`config.mk`:
```
export PLATFORM = sky130hd
export DESIGN_NAME = fnfl_core
export DESIGN_NICKNAME = d
export VERILOG_FILES = /design/src/fnfl_pkg.sv /design/src/fnfl_core.sv
export SDC_FILE = /design/constraint.sdc
export NUM_CORES = 1
export LEC_CHECK = 0
export BUFFER_PORTS_ARGS = -buffer_cell sky130_fd_sc_hd__buf_2
export CAP_MARGIN = 10
export CORE_MARGIN = 2
export CORE_UTILIZATION = 50
export CTS_BUF_LIST = sky130_fd_sc_hd__clkbuf_16
export DETAILED_ROUTE_END_ITERATION = 10
export GPL_TIMING_DRIVEN = 0
export PLACE_DENSITY = 0.66
export SLEW_MARGIN = 20
export SYNTH_ARGS = -nofsm -noshare
export SYNTH_HDL_FRONTEND = slang
export SYNTH_SLANG_ARGS = --single-unit
```
`constraint.sdc`:
```
create_clock -name clk -period 25.6 [get_ports clk]
set_clock_uncertainty 0.05 [all_clocks]
set_input_delay 2.56 -clock clk [delete_from_list [all_inputs] [get_ports clk]]
set_output_delay 2.56 -clock clk [all_outputs]
set_load 0.01 [all_outputs]
```
`src/fnfl_pkg.sv`:
```
// Constants, field layouts and carriers for the fast-lock synthesizer core.
// Assumes a single 20 MHz core clock; serial word is 24 bits, LSB last.
package fnfl_pkg;
    localparam int CLK_MHZ = 20;
    localparam int LD_THR_LO_NS = 3;
    localparam int LD_THR_HI_NS = 10;
    localparam int LD_THR_LO_CYC = (LD_THR_LO_NS * CLK_MHZ / 1000 < 1) ? 1
        : LD_THR_LO_NS * CLK_MHZ / 1000;
    localparam int LD_THR_HI_CYC = (LD_THR_HI_NS * CLK_MHZ / 1000 < 1) ? 1
        : LD_THR_HI_NS * CLK_MHZ / 1000;
    localparam logic [3:0] LD_COUNT = 4'hF;
    localparam int WORD_W = 24;
    localparam logic [2:0] SEL_FREQ = 3'h0;
    localparam logic [2:0] SEL_DIV = 3'h1;
    localparam logic [2:0] SEL_PHASE = 3'h2;
    localparam logic [2:0] SEL_TIMER = 3'h4;
    localparam logic [2:0] SEL_PWR = 3'h5;
    localparam logic [2:0] SEL_MODE = 3'h6;
    localparam logic [1:0] TSEL_PUMP = 2'h2;
    localparam logic [1:0] TSEL_DAMP = 2'h1;
    localparam logic [1:0] TSEL_AUX = 2'h0;
    localparam logic [3:0] MODE_DEFAULT = 4'h0;
    localparam logic [3:0] MODE_DITHER = 4'h3;
    localparam logic [3:0] MODE_LD10 = 4'h9;
    localparam logic [3:0] MUX_LOCK = 4'h1;
    localparam logic [3:0] MUX_REFDIV = 4'h2;
    localparam logic [3:0] MUX_INTDIV = 4'h3;
    localparam logic [3:0] MUX_TIMEOUT = 4'h4;
    localparam logic [6:0] PUMP_MAX = 7'h40;
    localparam logic [6:0] PUMP_UNITY = 7'h01;
    localparam logic [7:0] PWR_RESET = 8'hFD;
    localparam logic [1:0] QUARTER = 2'h3;
    localparam logic [22:0] LFSR_SEED = 23'h000001;

    typedef struct packed {
        logic [7:0] int_val;
        logic [11:0] fractional_numerator;
    } fnfl_freq_s;

    typedef struct packed {
        logic halve;
        logic doubler;
        logic [3:0] rcount;
        logic [11:0] modulus;
    } fnfl_div_s;

    typedef struct packed {
        logic amp_pd;
        logic cp_pd;
        logic tristate;
        logic cnt_reset;
    } fnfl_pwr_s;

    typedef struct packed {
        logic [8:0] aux;
        logic [8:0] damp;
        logic [8:0] pump;
    } fnfl_timers_s;
endpackage

```
`src/fnfl_core.sv`:
```
// Digital control core: serial load, fast-lock timers, dividers, modulator.
// Serial clock, data, load strobe, reference and RF feedback arrive as pins
// and are sampled by clk; they must be well below half the clk rate.
module fnfl_core
    import fnfl_pkg::*;
(
    input wire logic clk,
    input wire logic srst,
    input wire logic ser_clk,
    input wire logic ser_data,
    input wire logic load_strobe,
    input wire logic reference_input,
    input wire logic rf_feedback,
    output logic aux_filter_switch,
    output logic damping_resistor_switches,
    output logic [6:0] pump_current_scale,
    output logic pump_tristate,
    output logic amp_powerdown,
    output logic ref_buffer_en,
    output logic powered_up,
    output logic lock_detect,
    output logic diagnostic_output_pin,
    output logic [8:0] feedback_ratio
);
    // Stage 0 metastability, stage 1 clean, stage 2 for edge detect
    logic [4:0] sync1_r, sync2_r, sync3_r;
    always_ff @(posedge clk) begin
        if (srst) begin
            sync1_r <= '0;
            sync2_r <= '0;
            sync3_r <= '0;
        end else begin
            sync1_r <= {rf_feedback, reference_input, load_strobe,
                        ser_data, ser_clk};
            sync2_r <= sync1_r;
            sync3_r <= sync2_r;
        end
    end
    logic sclk_rise, le_rise, ref_rise, ref_fall, rf_rise;
    assign sclk_rise = sync2_r[0] & ~sync3_r[0];
    assign le_rise = sync2_r[2] & ~sync3_r[2];
    assign ref_rise = sync2_r[3] & ~sync3_r[3];
    assign ref_fall = ~sync2_r[3] & sync3_r[3];
    assign rf_rise = sync2_r[4] & ~sync3_r[4];

    // Serial shift register and register decode
    logic [WORD_W-1:0] shift_r;
    always_ff @(posedge clk) begin
        if (srst)
            shift_r <= '0;
        else if (sclk_rise)
            shift_r <= {shift_r[WORD_W-2:0], sync2_r[1]};
    end

    function automatic logic hit(input logic [2:0] code);
        hit = le_rise && (shift_r[2:0] == code);
    endfunction
    logic wr_freq, wr_div, wr_phase, wr_timer, wr_pwr, wr_mode;
    assign wr_freq = hit(SEL_FREQ);
    assign wr_div = hit(SEL_DIV);
    assign wr_phase = hit(SEL_PHASE);
    assign wr_timer = hit(SEL_TIMER);
    assign wr_pwr = hit(SEL_PWR);
    assign wr_mode = hit(SEL_MODE);

    fnfl_freq_s freq_r;
    fnfl_div_s div_buf_r, div_act_r;
    logic [11:0] phase_buf_r, phase_act_r;
    fnfl_timers_s tmr_r;
    logic [7:0] pwr_r;
    logic [3:0] mode_r, mux_sel_r;
    always_ff @(posedge clk) begin
        if (srst) begin
            freq_r <= '0;
            div_buf_r <= '0;
            div_act_r <= '0;
            phase_buf_r <= '0;
            phase_act_r <= '0;
            tmr_r <= '0;
            pwr_r <= PWR_RESET;
            mode_r <= MODE_DEFAULT;
            mux_sel_r <= '0;
        end else begin
            if (wr_freq) begin
                freq_r <= {shift_r[22:15], shift_r[14:3]};
                div_act_r <= div_buf_r;
                phase_act_r <= phase_buf_r;
            end
            if (wr_div)
                div_buf_r <= {shift_r[22], shift_r[20], shift_r[18:15],
                              shift_r[14:3]};
            if (wr_phase)
                phase_buf_r <= shift_r[14:3];
            if (wr_timer) begin
                case (shift_r[4:3])
                    TSEL_PUMP: tmr_r.pump <= shift_r[13:5];
                    TSEL_DAMP: tmr_r.damp <= shift_r[13:5];
                    TSEL_AUX: tmr_r.aux <= shift_r[13:5];
                    default: ;
                endcase
            end
            if (wr_pwr)
                pwr_r <= shift_r[7:0];
            if (wr_mode) begin
                mode_r <= shift_r[15:12];
                mux_sel_r <= shift_r[6:3];
            end
        end
    end

    // Init tracking: seed and setup seen, then frequency with power-down cleared
    logic seen_phase_r, seen_div_r, up_r;
    always_ff @(posedge clk) begin
        if (srst) begin
            seen_phase_r <= 1'b0;
            seen_div_r <= 1'b0;
            up_r <= 1'b0;
        end else begin
            if (wr_phase)
                seen_phase_r <= 1'b1;
            if (wr_div)
                seen_div_r <= 1'b1;
            if (wr_freq && seen_phase_r && seen_div_r && pwr_r[7:3] == '0)
                up_r <= 1'b1;
        end
    end

    fnfl_pwr_s pwr;
    logic hold_div;
    assign pwr.amp_pd = pwr_r[7] & pwr_r[6];
    assign pwr.cp_pd = pwr_r[5] | ~up_r;
    assign pwr.tristate = pwr_r[4];
    assign pwr.cnt_reset = pwr_r[3];
    assign hold_div = pwr.cp_pd | pwr.cnt_reset;

    // Reference divider: doubler counts both edges, halving adds a toggle
    logic [3:0] rcnt_r;
    logic half_r, pfd_tick_r;
    logic ref_edge, rdone;
    assign ref_edge = ref_rise | (div_act_r.doubler & ref_fall);
    assign rdone = ref_edge && (rcnt_r + 4'h1 >= div_act_r.rcount);
    always_ff @(posedge clk) begin
        if (srst || hold_div) begin
            rcnt_r <= '0;
            half_r <= 1'b0;
            pfd_tick_r <= 1'b0;
        end else begin
            pfd_tick_r <= 1'b0;
            if (rdone) begin
                rcnt_r <= '0;
                half_r <= ~half_r;
                pfd_tick_r <= ~div_act_r.halve | half_r;
            end else if (ref_edge) begin
                rcnt_r <= rcnt_r + 4'h1;
            end
        end
    end

    // Third-order MASH modulator at the reference rate
    logic [11:0] acc1_r, acc2_r, acc3_r;
    logic c2d_r, c3d_r, c3dd_r;
    logic [22:0] lfsr_r;
    logic [12:0] s1, s2, s3;
    logic c1, c2, c3;
    logic [11:0] dith;
    logic signed [3:0] sdm_out;
    assign dith = {11'h000, mode_r == MODE_DITHER && lfsr_r[0]};
    assign s1 = {1'b0, acc1_r} + {1'b0, freq_r.fractional_numerator} + {1'b0, dith};
    assign c1 = s1 >= {1'b0, div_act_r.modulus};
    assign s2 = {1'b0, acc2_r} + (c1 ? s1 - {1'b0, div_act_r.modulus} : s1);
    assign c2 = s2 >= {1'b0, div_act_r.modulus};
    assign s3 = {1'b0, acc3_r} + (c2 ? s2 - {1'b0, div_act_r.modulus} : s2);
    assign c3 = s3 >= {1'b0, div_act_r.modulus};
    // Noise-shaped sum c1 + (1-z)c2 + (1-z)^2 c3, range -3..+4
    assign sdm_out = 4'(c1) + 4'(c2) - 4'(c2d_r) + 4'(c3)
        - 4'({c3d_r, 1'b0}) + 4'(c3dd_r);
    logic start_r;
    always_ff @(posedge clk) begin
        if (srst) begin
            acc1_r <= '0;
            acc2_r <= '0;
            acc3_r <= '0;
            {c2d_r, c3d_r, c3dd_r} <= '0;
            lfsr_r <= LFSR_SEED;
        end else if (start_r) begin
            acc1_r <= phase_act_r; // Seed fixes the repeat phase
            acc2_r <= '0;
            acc3_r <= '0;
            {c2d_r, c3d_r, c3dd_r} <= '0;
        end else if (pfd_tick_r) begin
            acc1_r <= c1 ? 12'(s1 - {1'b0, div_act_r.modulus}) : s1[11:0];
            acc2_r <= c2 ? 12'(s2 - {1'b0, div_act_r.modulus}) : s2[11:0];
            acc3_r <= c3 ? 12'(s3 - {1'b0, div_act_r.modulus}) : s3[11:0];
            c2d_r <= c2;
            c3d_r <= c3;
            c3dd_r <= c3d_r;
            lfsr_r <= {lfsr_r[21:0], lfsr_r[22] ^ lfsr_r[17]};
        end
    end

    // Feedback divider; new word takes effect on next reference cycle
    logic [8:0] ncnt_r, nval_r;
    logic fb_tick_r, ref_out_r, int_out_r;
    always_ff @(posedge clk) begin
        if (srst)
            nval_r <= '0;
        else if (pfd_tick_r)
            nval_r <= 9'({1'b0, freq_r.int_val} + 9'(signed'(sdm_out)));
    end
    always_ff @(posedge clk) begin
        if (srst || hold_div) begin
            ncnt_r <= '0;
            fb_tick_r <= 1'b0;
        end else begin
            fb_tick_r <= 1'b0;
            if (rf_rise) begin
                if (ncnt_r + 9'h001 >= nval_r) begin
                    ncnt_r <= '0;
                    fb_tick_r <= 1'b1;
                end else begin
                    ncnt_r <= ncnt_r + 9'h001;
                end
            end
        end
    end
    always_ff @(posedge clk) begin
        if (srst) begin
            ref_out_r <= 1'b0;
            int_out_r <= 1'b0;
        end else begin
            if (pfd_tick_r)
                ref_out_r <= ~ref_out_r;
            if (fb_tick_r)
                int_out_r <= ~int_out_r;
        end
    end

    // Fast-lock timers, ticking at a quarter of the reference rate
    logic [1:0] qdiv_r;
    logic [8:0] aux_cnt_r, damp_cnt_r, pump_cnt_r;
    logic qtick;
    assign qtick = pfd_tick_r && qdiv_r == QUARTER;
    always_ff @(posedge clk) begin
        if (srst || start_r)
            qdiv_r <= '0;
        else if (pfd_tick_r)
            qdiv_r <= qdiv_r + 2'h1;
    end
    always_ff @(posedge clk) begin
        if (srst)
            start_r <= 1'b0;
        else
            start_r <= wr_freq;
    end
    always_ff @(posedge clk) begin
        if (srst) begin
            aux_cnt_r <= '0;
            damp_cnt_r <= '0;
            pump_cnt_r <= '0;
        end else if (start_r) begin
            aux_cnt_r <= tmr_r.aux;
            damp_cnt_r <= tmr_r.damp;
            pump_cnt_r <= tmr_r.pump;
        end else if (qtick) begin
            if (aux_cnt_r != '0)
                aux_cnt_r <= aux_cnt_r - 9'h001;
            if (damp_cnt_r != '0)
                damp_cnt_r <= damp_cnt_r - 9'h001;
            if (pump_cnt_r != '0)
                pump_cnt_r <= pump_cnt_r - 9'h001;
        end
    end
    // Ramp uses one halving per quarter tick to avoid a current step
    logic [6:0] pump_r;
    always_ff @(posedge clk) begin
        if (srst)
            pump_r <= PUMP_UNITY;
        else if (start_r)
            pump_r <= PUMP_MAX;
        else if (qtick && pump_cnt_r == '0 && pump_r != PUMP_UNITY)
            pump_r <= pump_r >> 1;
    end

    // Digital lock detect: feedback edge near reference edge
    logic [3:0] age_r, good_r;
    logic locked_r;
    logic [3:0] thr;
    assign thr = (mode_r == MODE_LD10) ? 4'(LD_THR_HI_CYC)
        : 4'(LD_THR_LO_CYC);
    always_ff @(posedge clk) begin
        if (srst || hold_div) begin
            age_r <= 4'hF;
            good_r <= '0;
            locked_r <= 1'b0;
        end else begin
            if (pfd_tick_r)
                age_r <= '0;
            else if (age_r != 4'hF)
                age_r <= age_r + 4'h1;
            if (pfd_tick_r && good_r == LD_COUNT)
                locked_r <= 1'b1;
            if (fb_tick_r) begin
                if (age_r <= thr || pfd_tick_r) begin
                    if (good_r != LD_COUNT)
                        good_r <= good_r + 4'h1;
                end else begin
                    good_r <= '0;
                    locked_r <= 1'b0;
                end
            end
        end
    end

    // Registered outputs
    logic diag_nxt;
    always_comb begin
        case (mux_sel_r)
            MUX_LOCK: diag_nxt = locked_r;
            MUX_REFDIV: diag_nxt = ref_out_r;
            MUX_INTDIV: diag_nxt = int_out_r;
            MUX_TIMEOUT: diag_nxt = pump_cnt_r != '0;
            default: diag_nxt = 1'b0;
        endcase
    end
    always_ff @(posedge clk) begin
        if (srst) begin
            aux_filter_switch <= 1'b0;
            damping_resistor_switches <= 1'b0;
            pump_current_scale <= PUMP_UNITY;
            pump_tristate <= 1'b1;
            amp_powerdown <= 1'b1;
            ref_buffer_en <= 1'b0;
            powered_up <= 1'b0;
            lock_detect <= 1'b0;
            diagnostic_output_pin <= 1'b0;
            feedback_ratio <= '0;
        end else begin
            aux_filter_switch <= aux_cnt_r != '0;
            damping_resistor_switches <= damp_cnt_r != '0;
            pump_current_scale <= pump_r;
            pump_tristate <= pwr.tristate | pwr.cp_pd;
            amp_powerdown <= pwr.amp_pd | ~up_r;
            ref_buffer_en <= ~pwr.cp_pd;
            powered_up <= up_r;
            lock_detect <= locked_r;
            diagnostic_output_pin <= diag_nxt;
            feedback_ratio <= nval_r;
        end
    end

    chk_pwr_route: assert property (@(posedge clk) disable iff (srst)
        wr_pwr |=> pwr_r == $past(shift_r[7:0]))
        else $error("power-down word not stored");
    chk_mode_route: assert property (@(posedge clk) disable iff (srst)
        wr_mode |=> mode_r == $past(shift_r[15:12]))
        else $error("mode word not stored");
    chk_timer_start: assert property (@(posedge clk) disable iff (srst)
        wr_freq |=> ##1 aux_cnt_r == tmr_r.aux && pump_r == PUMP_MAX)
        else $error("timers not restarted");
    chk_aux_switch: assert property (@(posedge clk) disable iff (srst)
        wr_freq && tmr_r.aux != '0 |=> ##2 aux_filter_switch)
        else $error("aux switch not closed");
    chk_damp_open: assert property (@(posedge clk) disable iff (srst)
        damp_cnt_r == '0 && !start_r |=> !damping_resistor_switches)
        else $error("damping switch not opened");
    chk_pump_ramp: assert property (@(posedge clk) disable iff (srst)
        qtick && !start_r && pump_cnt_r == '0 && pump_r != PUMP_UNITY
        |=> pump_r == $past(pump_r) >> 1)
        else $error("pump current not halved");
    chk_amp_pd: assert property (@(posedge clk) disable iff (srst)
        pwr_r[7] && pwr_r[6] |=> amp_powerdown)
        else $error("amplifier not powered down");
    chk_cp_pd: assert property (@(posedge clk) disable iff (srst)
        pwr_r[5] |=> pump_tristate && !ref_buffer_en && !locked_r)
        else $error("pump power-down incomplete");
    chk_div_hold: assert property (@(posedge clk) disable iff (srst)
        pwr_r[3] |=> ncnt_r == '0 && rcnt_r == '0)
        else $error("counters not held");
    chk_dbl_buf: assert property (@(posedge clk) disable iff (srst)
        wr_div && !wr_freq |=> div_act_r == $past(div_act_r))
        else $error("setup took effect early");
    chk_pwr_hold: assert property (@(posedge clk) disable iff (srst)
        !up_r |=> amp_powerdown && pump_tristate)
        else $error("active before init");
endmodule

```
==> impl_results.md <==
* Outcome: complete, no violations
* Total Nets Final at 2152
* Crit path max fanout at 10
* Reg clk slew, reported paths at 60 ps
* Setup Buffers After CTS at 0
* GP Congestion at a little under 0.9
* Cell Area, Synth at about 16000 um^2
* Slew margin rel. at between 30% and 40%
* Unique masters post-synth at 75
* Post-synth ARST share at 0%
* Delay-heaviest family, CP: compound AO/OA/AOI/OAI gates
* Internal power at 812.9 uW
* First-pass GRT wire length at 67890 um
* Count leader, synth: dfxtp_1
* Clock power share at ~45%
* Sequential Power Share at a little under half
* Die X at 184.7 um
* Worst hold path class: reg2reg
* Register area at between 6000 and 7000 um^2
* Yosys reg bits at about 320
* Pwr Density at around 59 nW/um^2
* Commonest cells in the netlist: 319 x dfxtp_1, 305 x nand2_1, 208 x nor2_1, 202 x a21oi_1, 108 x ha_1
* Iter 0 DRT Violations at around 1000
* Synth warnings at 0
* Crit path largest cell delay at 460 ps
* Routed length per instance at 17.19 um
* R2r startpoint: lfsr_r[0]$_SDFFE_PP1P_
* Synth top area share at just under 40%
* Highest clock rate at ~0.061 GHz
* TritonRoute pass-1 iters at 5
* Worst setup margin at 9311 ps
* CP Launch Type: flip-flop
* Pleak at 0.007432 uW
* Crit path kind: reg2reg
* H-tree levels at 2
* Period utilisation layout at ~64%
* # DRC at 0
* CTS max path bufs at 3
* Setup crit end: nval_r[8]$_SDFFE_PP0P_
* Hold buffers post-CTS at 0
* Pwr Total at between 1000 and 1500 uW
* Worst path slowest cell: buf_1
* Switching power summed over all nets at about 260 uW
* Via-per-instance ratio at about 5.5
* Area growth from synthesis to layout at 10.92%
* R2R Path End: nval_r[8]$_SDFFE_PP0P_
* Syn Inst Count at approximately 2000
* Initial Utilization at a little over 50%
* Buf+Inv Stages, Crit Path at 10
* Reg2reg setup slack at about 9300 ps
* Root cell of the clock tree: clkbuf_16
* Total wire length at 42860 um
* Largest area contributor in the netlist: dfxtp_1
* # IOs at 31
* DPL Wire Length at 31380 um
* Standard-cell rows at 66
* Die area at roughly 34000 um^2
* Setup TNS at 0 ps
* Final Hold Violating Endpoints at 0
* Worst endpoint data arrival time at roughly 17000 ps
* Synth top area cells: dfxtp_1 39%, ha_1 8.3%, nand2_1 7.0%
* Worst Path Required at 25980 ps
* CTS Buf Count at 35
* Most used cell, CP: a21oi_1
* R2R depth at 70
* Top_reg_cell synth: dfxtp_1
* Crit path launch: lfsr_r[0]$_SDFFE_PP1P_
* Instance count on the critical path at 70
* Unrepaired setup endpoints after global routing: false
* Sw Ratio at 24.50%
* CP endpoint kind: flip-flop
* EDFF count, synth at 0
* Post-route minimum period at between 15000 and 20000 ps
* Die height at 184.7 um
* Seq/Total Area, Yosys at 39.11%
* Mean post-synth cell area at about 8.3 um^2
* Place WS at between 9000 and 10000 ps
* Vias in the first global route at 12940
* Vias at 13640
* Clock Sinks at 319
* Slew Limit Fails at 0
* Grt ovf at 0
* Total GRT Usage at between 20 and 30%
* Worst-margin pin slew at ~1000 ps
* VDD IR max at around 0.06 mV
* Layout cell share with drive strength beyond 1 at under 10%
* Multi-input logic area at 9199 um^2
* Fill cells at between 3000 and 4000
* Max cap viols at 0
* Final setup viols at 0
* Synthesized Nets at 2085
* Pin count of the biggest net entering global routing at 14
* CTS tree: done
* Post-route ant nets at 0
* Combinational share of power at just under 9%
* Placeable core area at 32370 um^2
* Initial antenna violation count at 1
* Post-cts repair resize count at 0
* Clk_lat worst skew at just over 500 ps
* IO buf count at 30
[state kept, by name, summed over array words and instances (netlist names), 5 cells and up]
signal,count
phase_act_r,12
pwr_r,5
feedback_ratio,9
acc3_r,12
sync1_r,5
div_buf_r,18
sync2_r,5
tmr_r,27
shift_r,23
pump_cnt_r,9
pump_r,7
ncnt_r,9
div_act_r,18
damp_cnt_r,9
acc2_r,12
nval_r,9
acc1_r,12
freq_r,20
aux_cnt_r,9
lfsr_r,23
phase_buf_r,12
pump_current_scale,7
[kinds of logic after synthesis]
logic type | count (synthesis) | share of synthesized area [%]
buffers and inverters | 184 | 4.552
DFF | 319 | 39.11
muxes | 87 | 5.601
AOI/OAI and AO/OA | 442 | 16.71
adders and majority gates | 118 | 9.502
and+or+nand+nor | 716 | 19.36
xor gates and xnor gates | 94 | 5.157
[routing by layer]
layer / vias to the layer above / GRT usage [%] / routed length (um)
met2: 305 / 41.92 / 19530
met4: 0 / 9.905 / 1693
met3: 88 / 3.576 / 2088
met1: 6362 / 33.28 / 19550
li1: 6880 / - / -
met5: - / 0 / 0
[worst min path at each step]
stage	startpoint	depth (start not counted)	slack [ps]	end
after floorplan	mux_sel_r[3]$_SDFFE_PP0P_	1	350	diagnostic_output_pin$_SDFF_PP0_
after global placement	sync1_r[1]$_SDFF_PP0_	1	370	sync2_r[1]$_SDFF_PP0_
after detailed placement	sync1_r[1]$_SDFF_PP0_	1	380	sync2_r[1]$_SDFF_PP0_
after CTS	sync1_r[2]$_SDFF_PP0_	1	390	sync2_r[2]$_SDFF_PP0_
after global routing	sync1_r[0]$_SDFF_PP0_	1	400	sync2_r[0]$_SDFF_PP0_
final	sync1_r[2]$_SDFF_PP0_	1	380	sync2_r[2]$_SDFF_PP0_
[worst register-to-register path, delay by kind of cell (launching register included)]
family	cells	cell delay, ps
compound gates	27	6320
xor+xnor	2	440
fa+ha+maj	12	4240
buf+inv	10	1490
flops	1	340
mux	1	210
simple gates	18	3090
[power groups by stage]
stage	Clock [uW]	Sequential (uW)	Combinational, uW
2_1_floorplan	0	510	69.4
3_3_place_gp	0	510	92.8
3_5_place_dp	0	510	93.9
4_1_cts	489	499	94.6
5_1_grt	509	499	106
6_report	482	499	95.1
[placed cells by master, fill, tap and decap left out, types with 40 or more instances in the layout]
| cell | count |
|---|---|
| nor2b_1 | 40 |
| nand2_1 | 305 |
| ha_1 | 108 |
| mux2i_1 | 67 |
| nor2_1 | 208 |
| nand3_1 | 44 |
| inv_1 | 88 |
| clkbuf_1 | 79 |
| dfxtp_1 | 319 |
| o21ai_0 | 70 |
| xnor2_1 | 71 |
| a21oi_1 | 202 |
[stage by stage]
| step | std cells | hold WS, ps | utilization, % | area [um^2] |
|---|---|---|---|---|
| after detailed placement | 2432 | 376.0 | 52.61 | 17030 |
| final | 2493 | 383.7 | 55.95 | 18110 |
| after floorplan | 1960 | 347.8 | - | 16330 |
| after global routing | 2493 | 396.6 | 55.95 | 18110 |
| after global placement | 2432 | 366.4 | 52.61 | 17030 |
| after CTS | 2492 | 385.7 | 55.94 | 18110 |
[cell type report]
cell class / count / area share (%)
timing repair buffer: 30 / 0.8290
inverter: 82 / 1.699
antenna: 1 / 0.01382
buffer: 102 / 2.404
clock buffer: 35 / 4.836
tap: 442 / 3.054
sequential: 319 / 35.26
multi-input combinational: 1457 / 50.79
clock inverter: 25 / 1.112
Note: power is estimated with default switching activity, not from simulation.
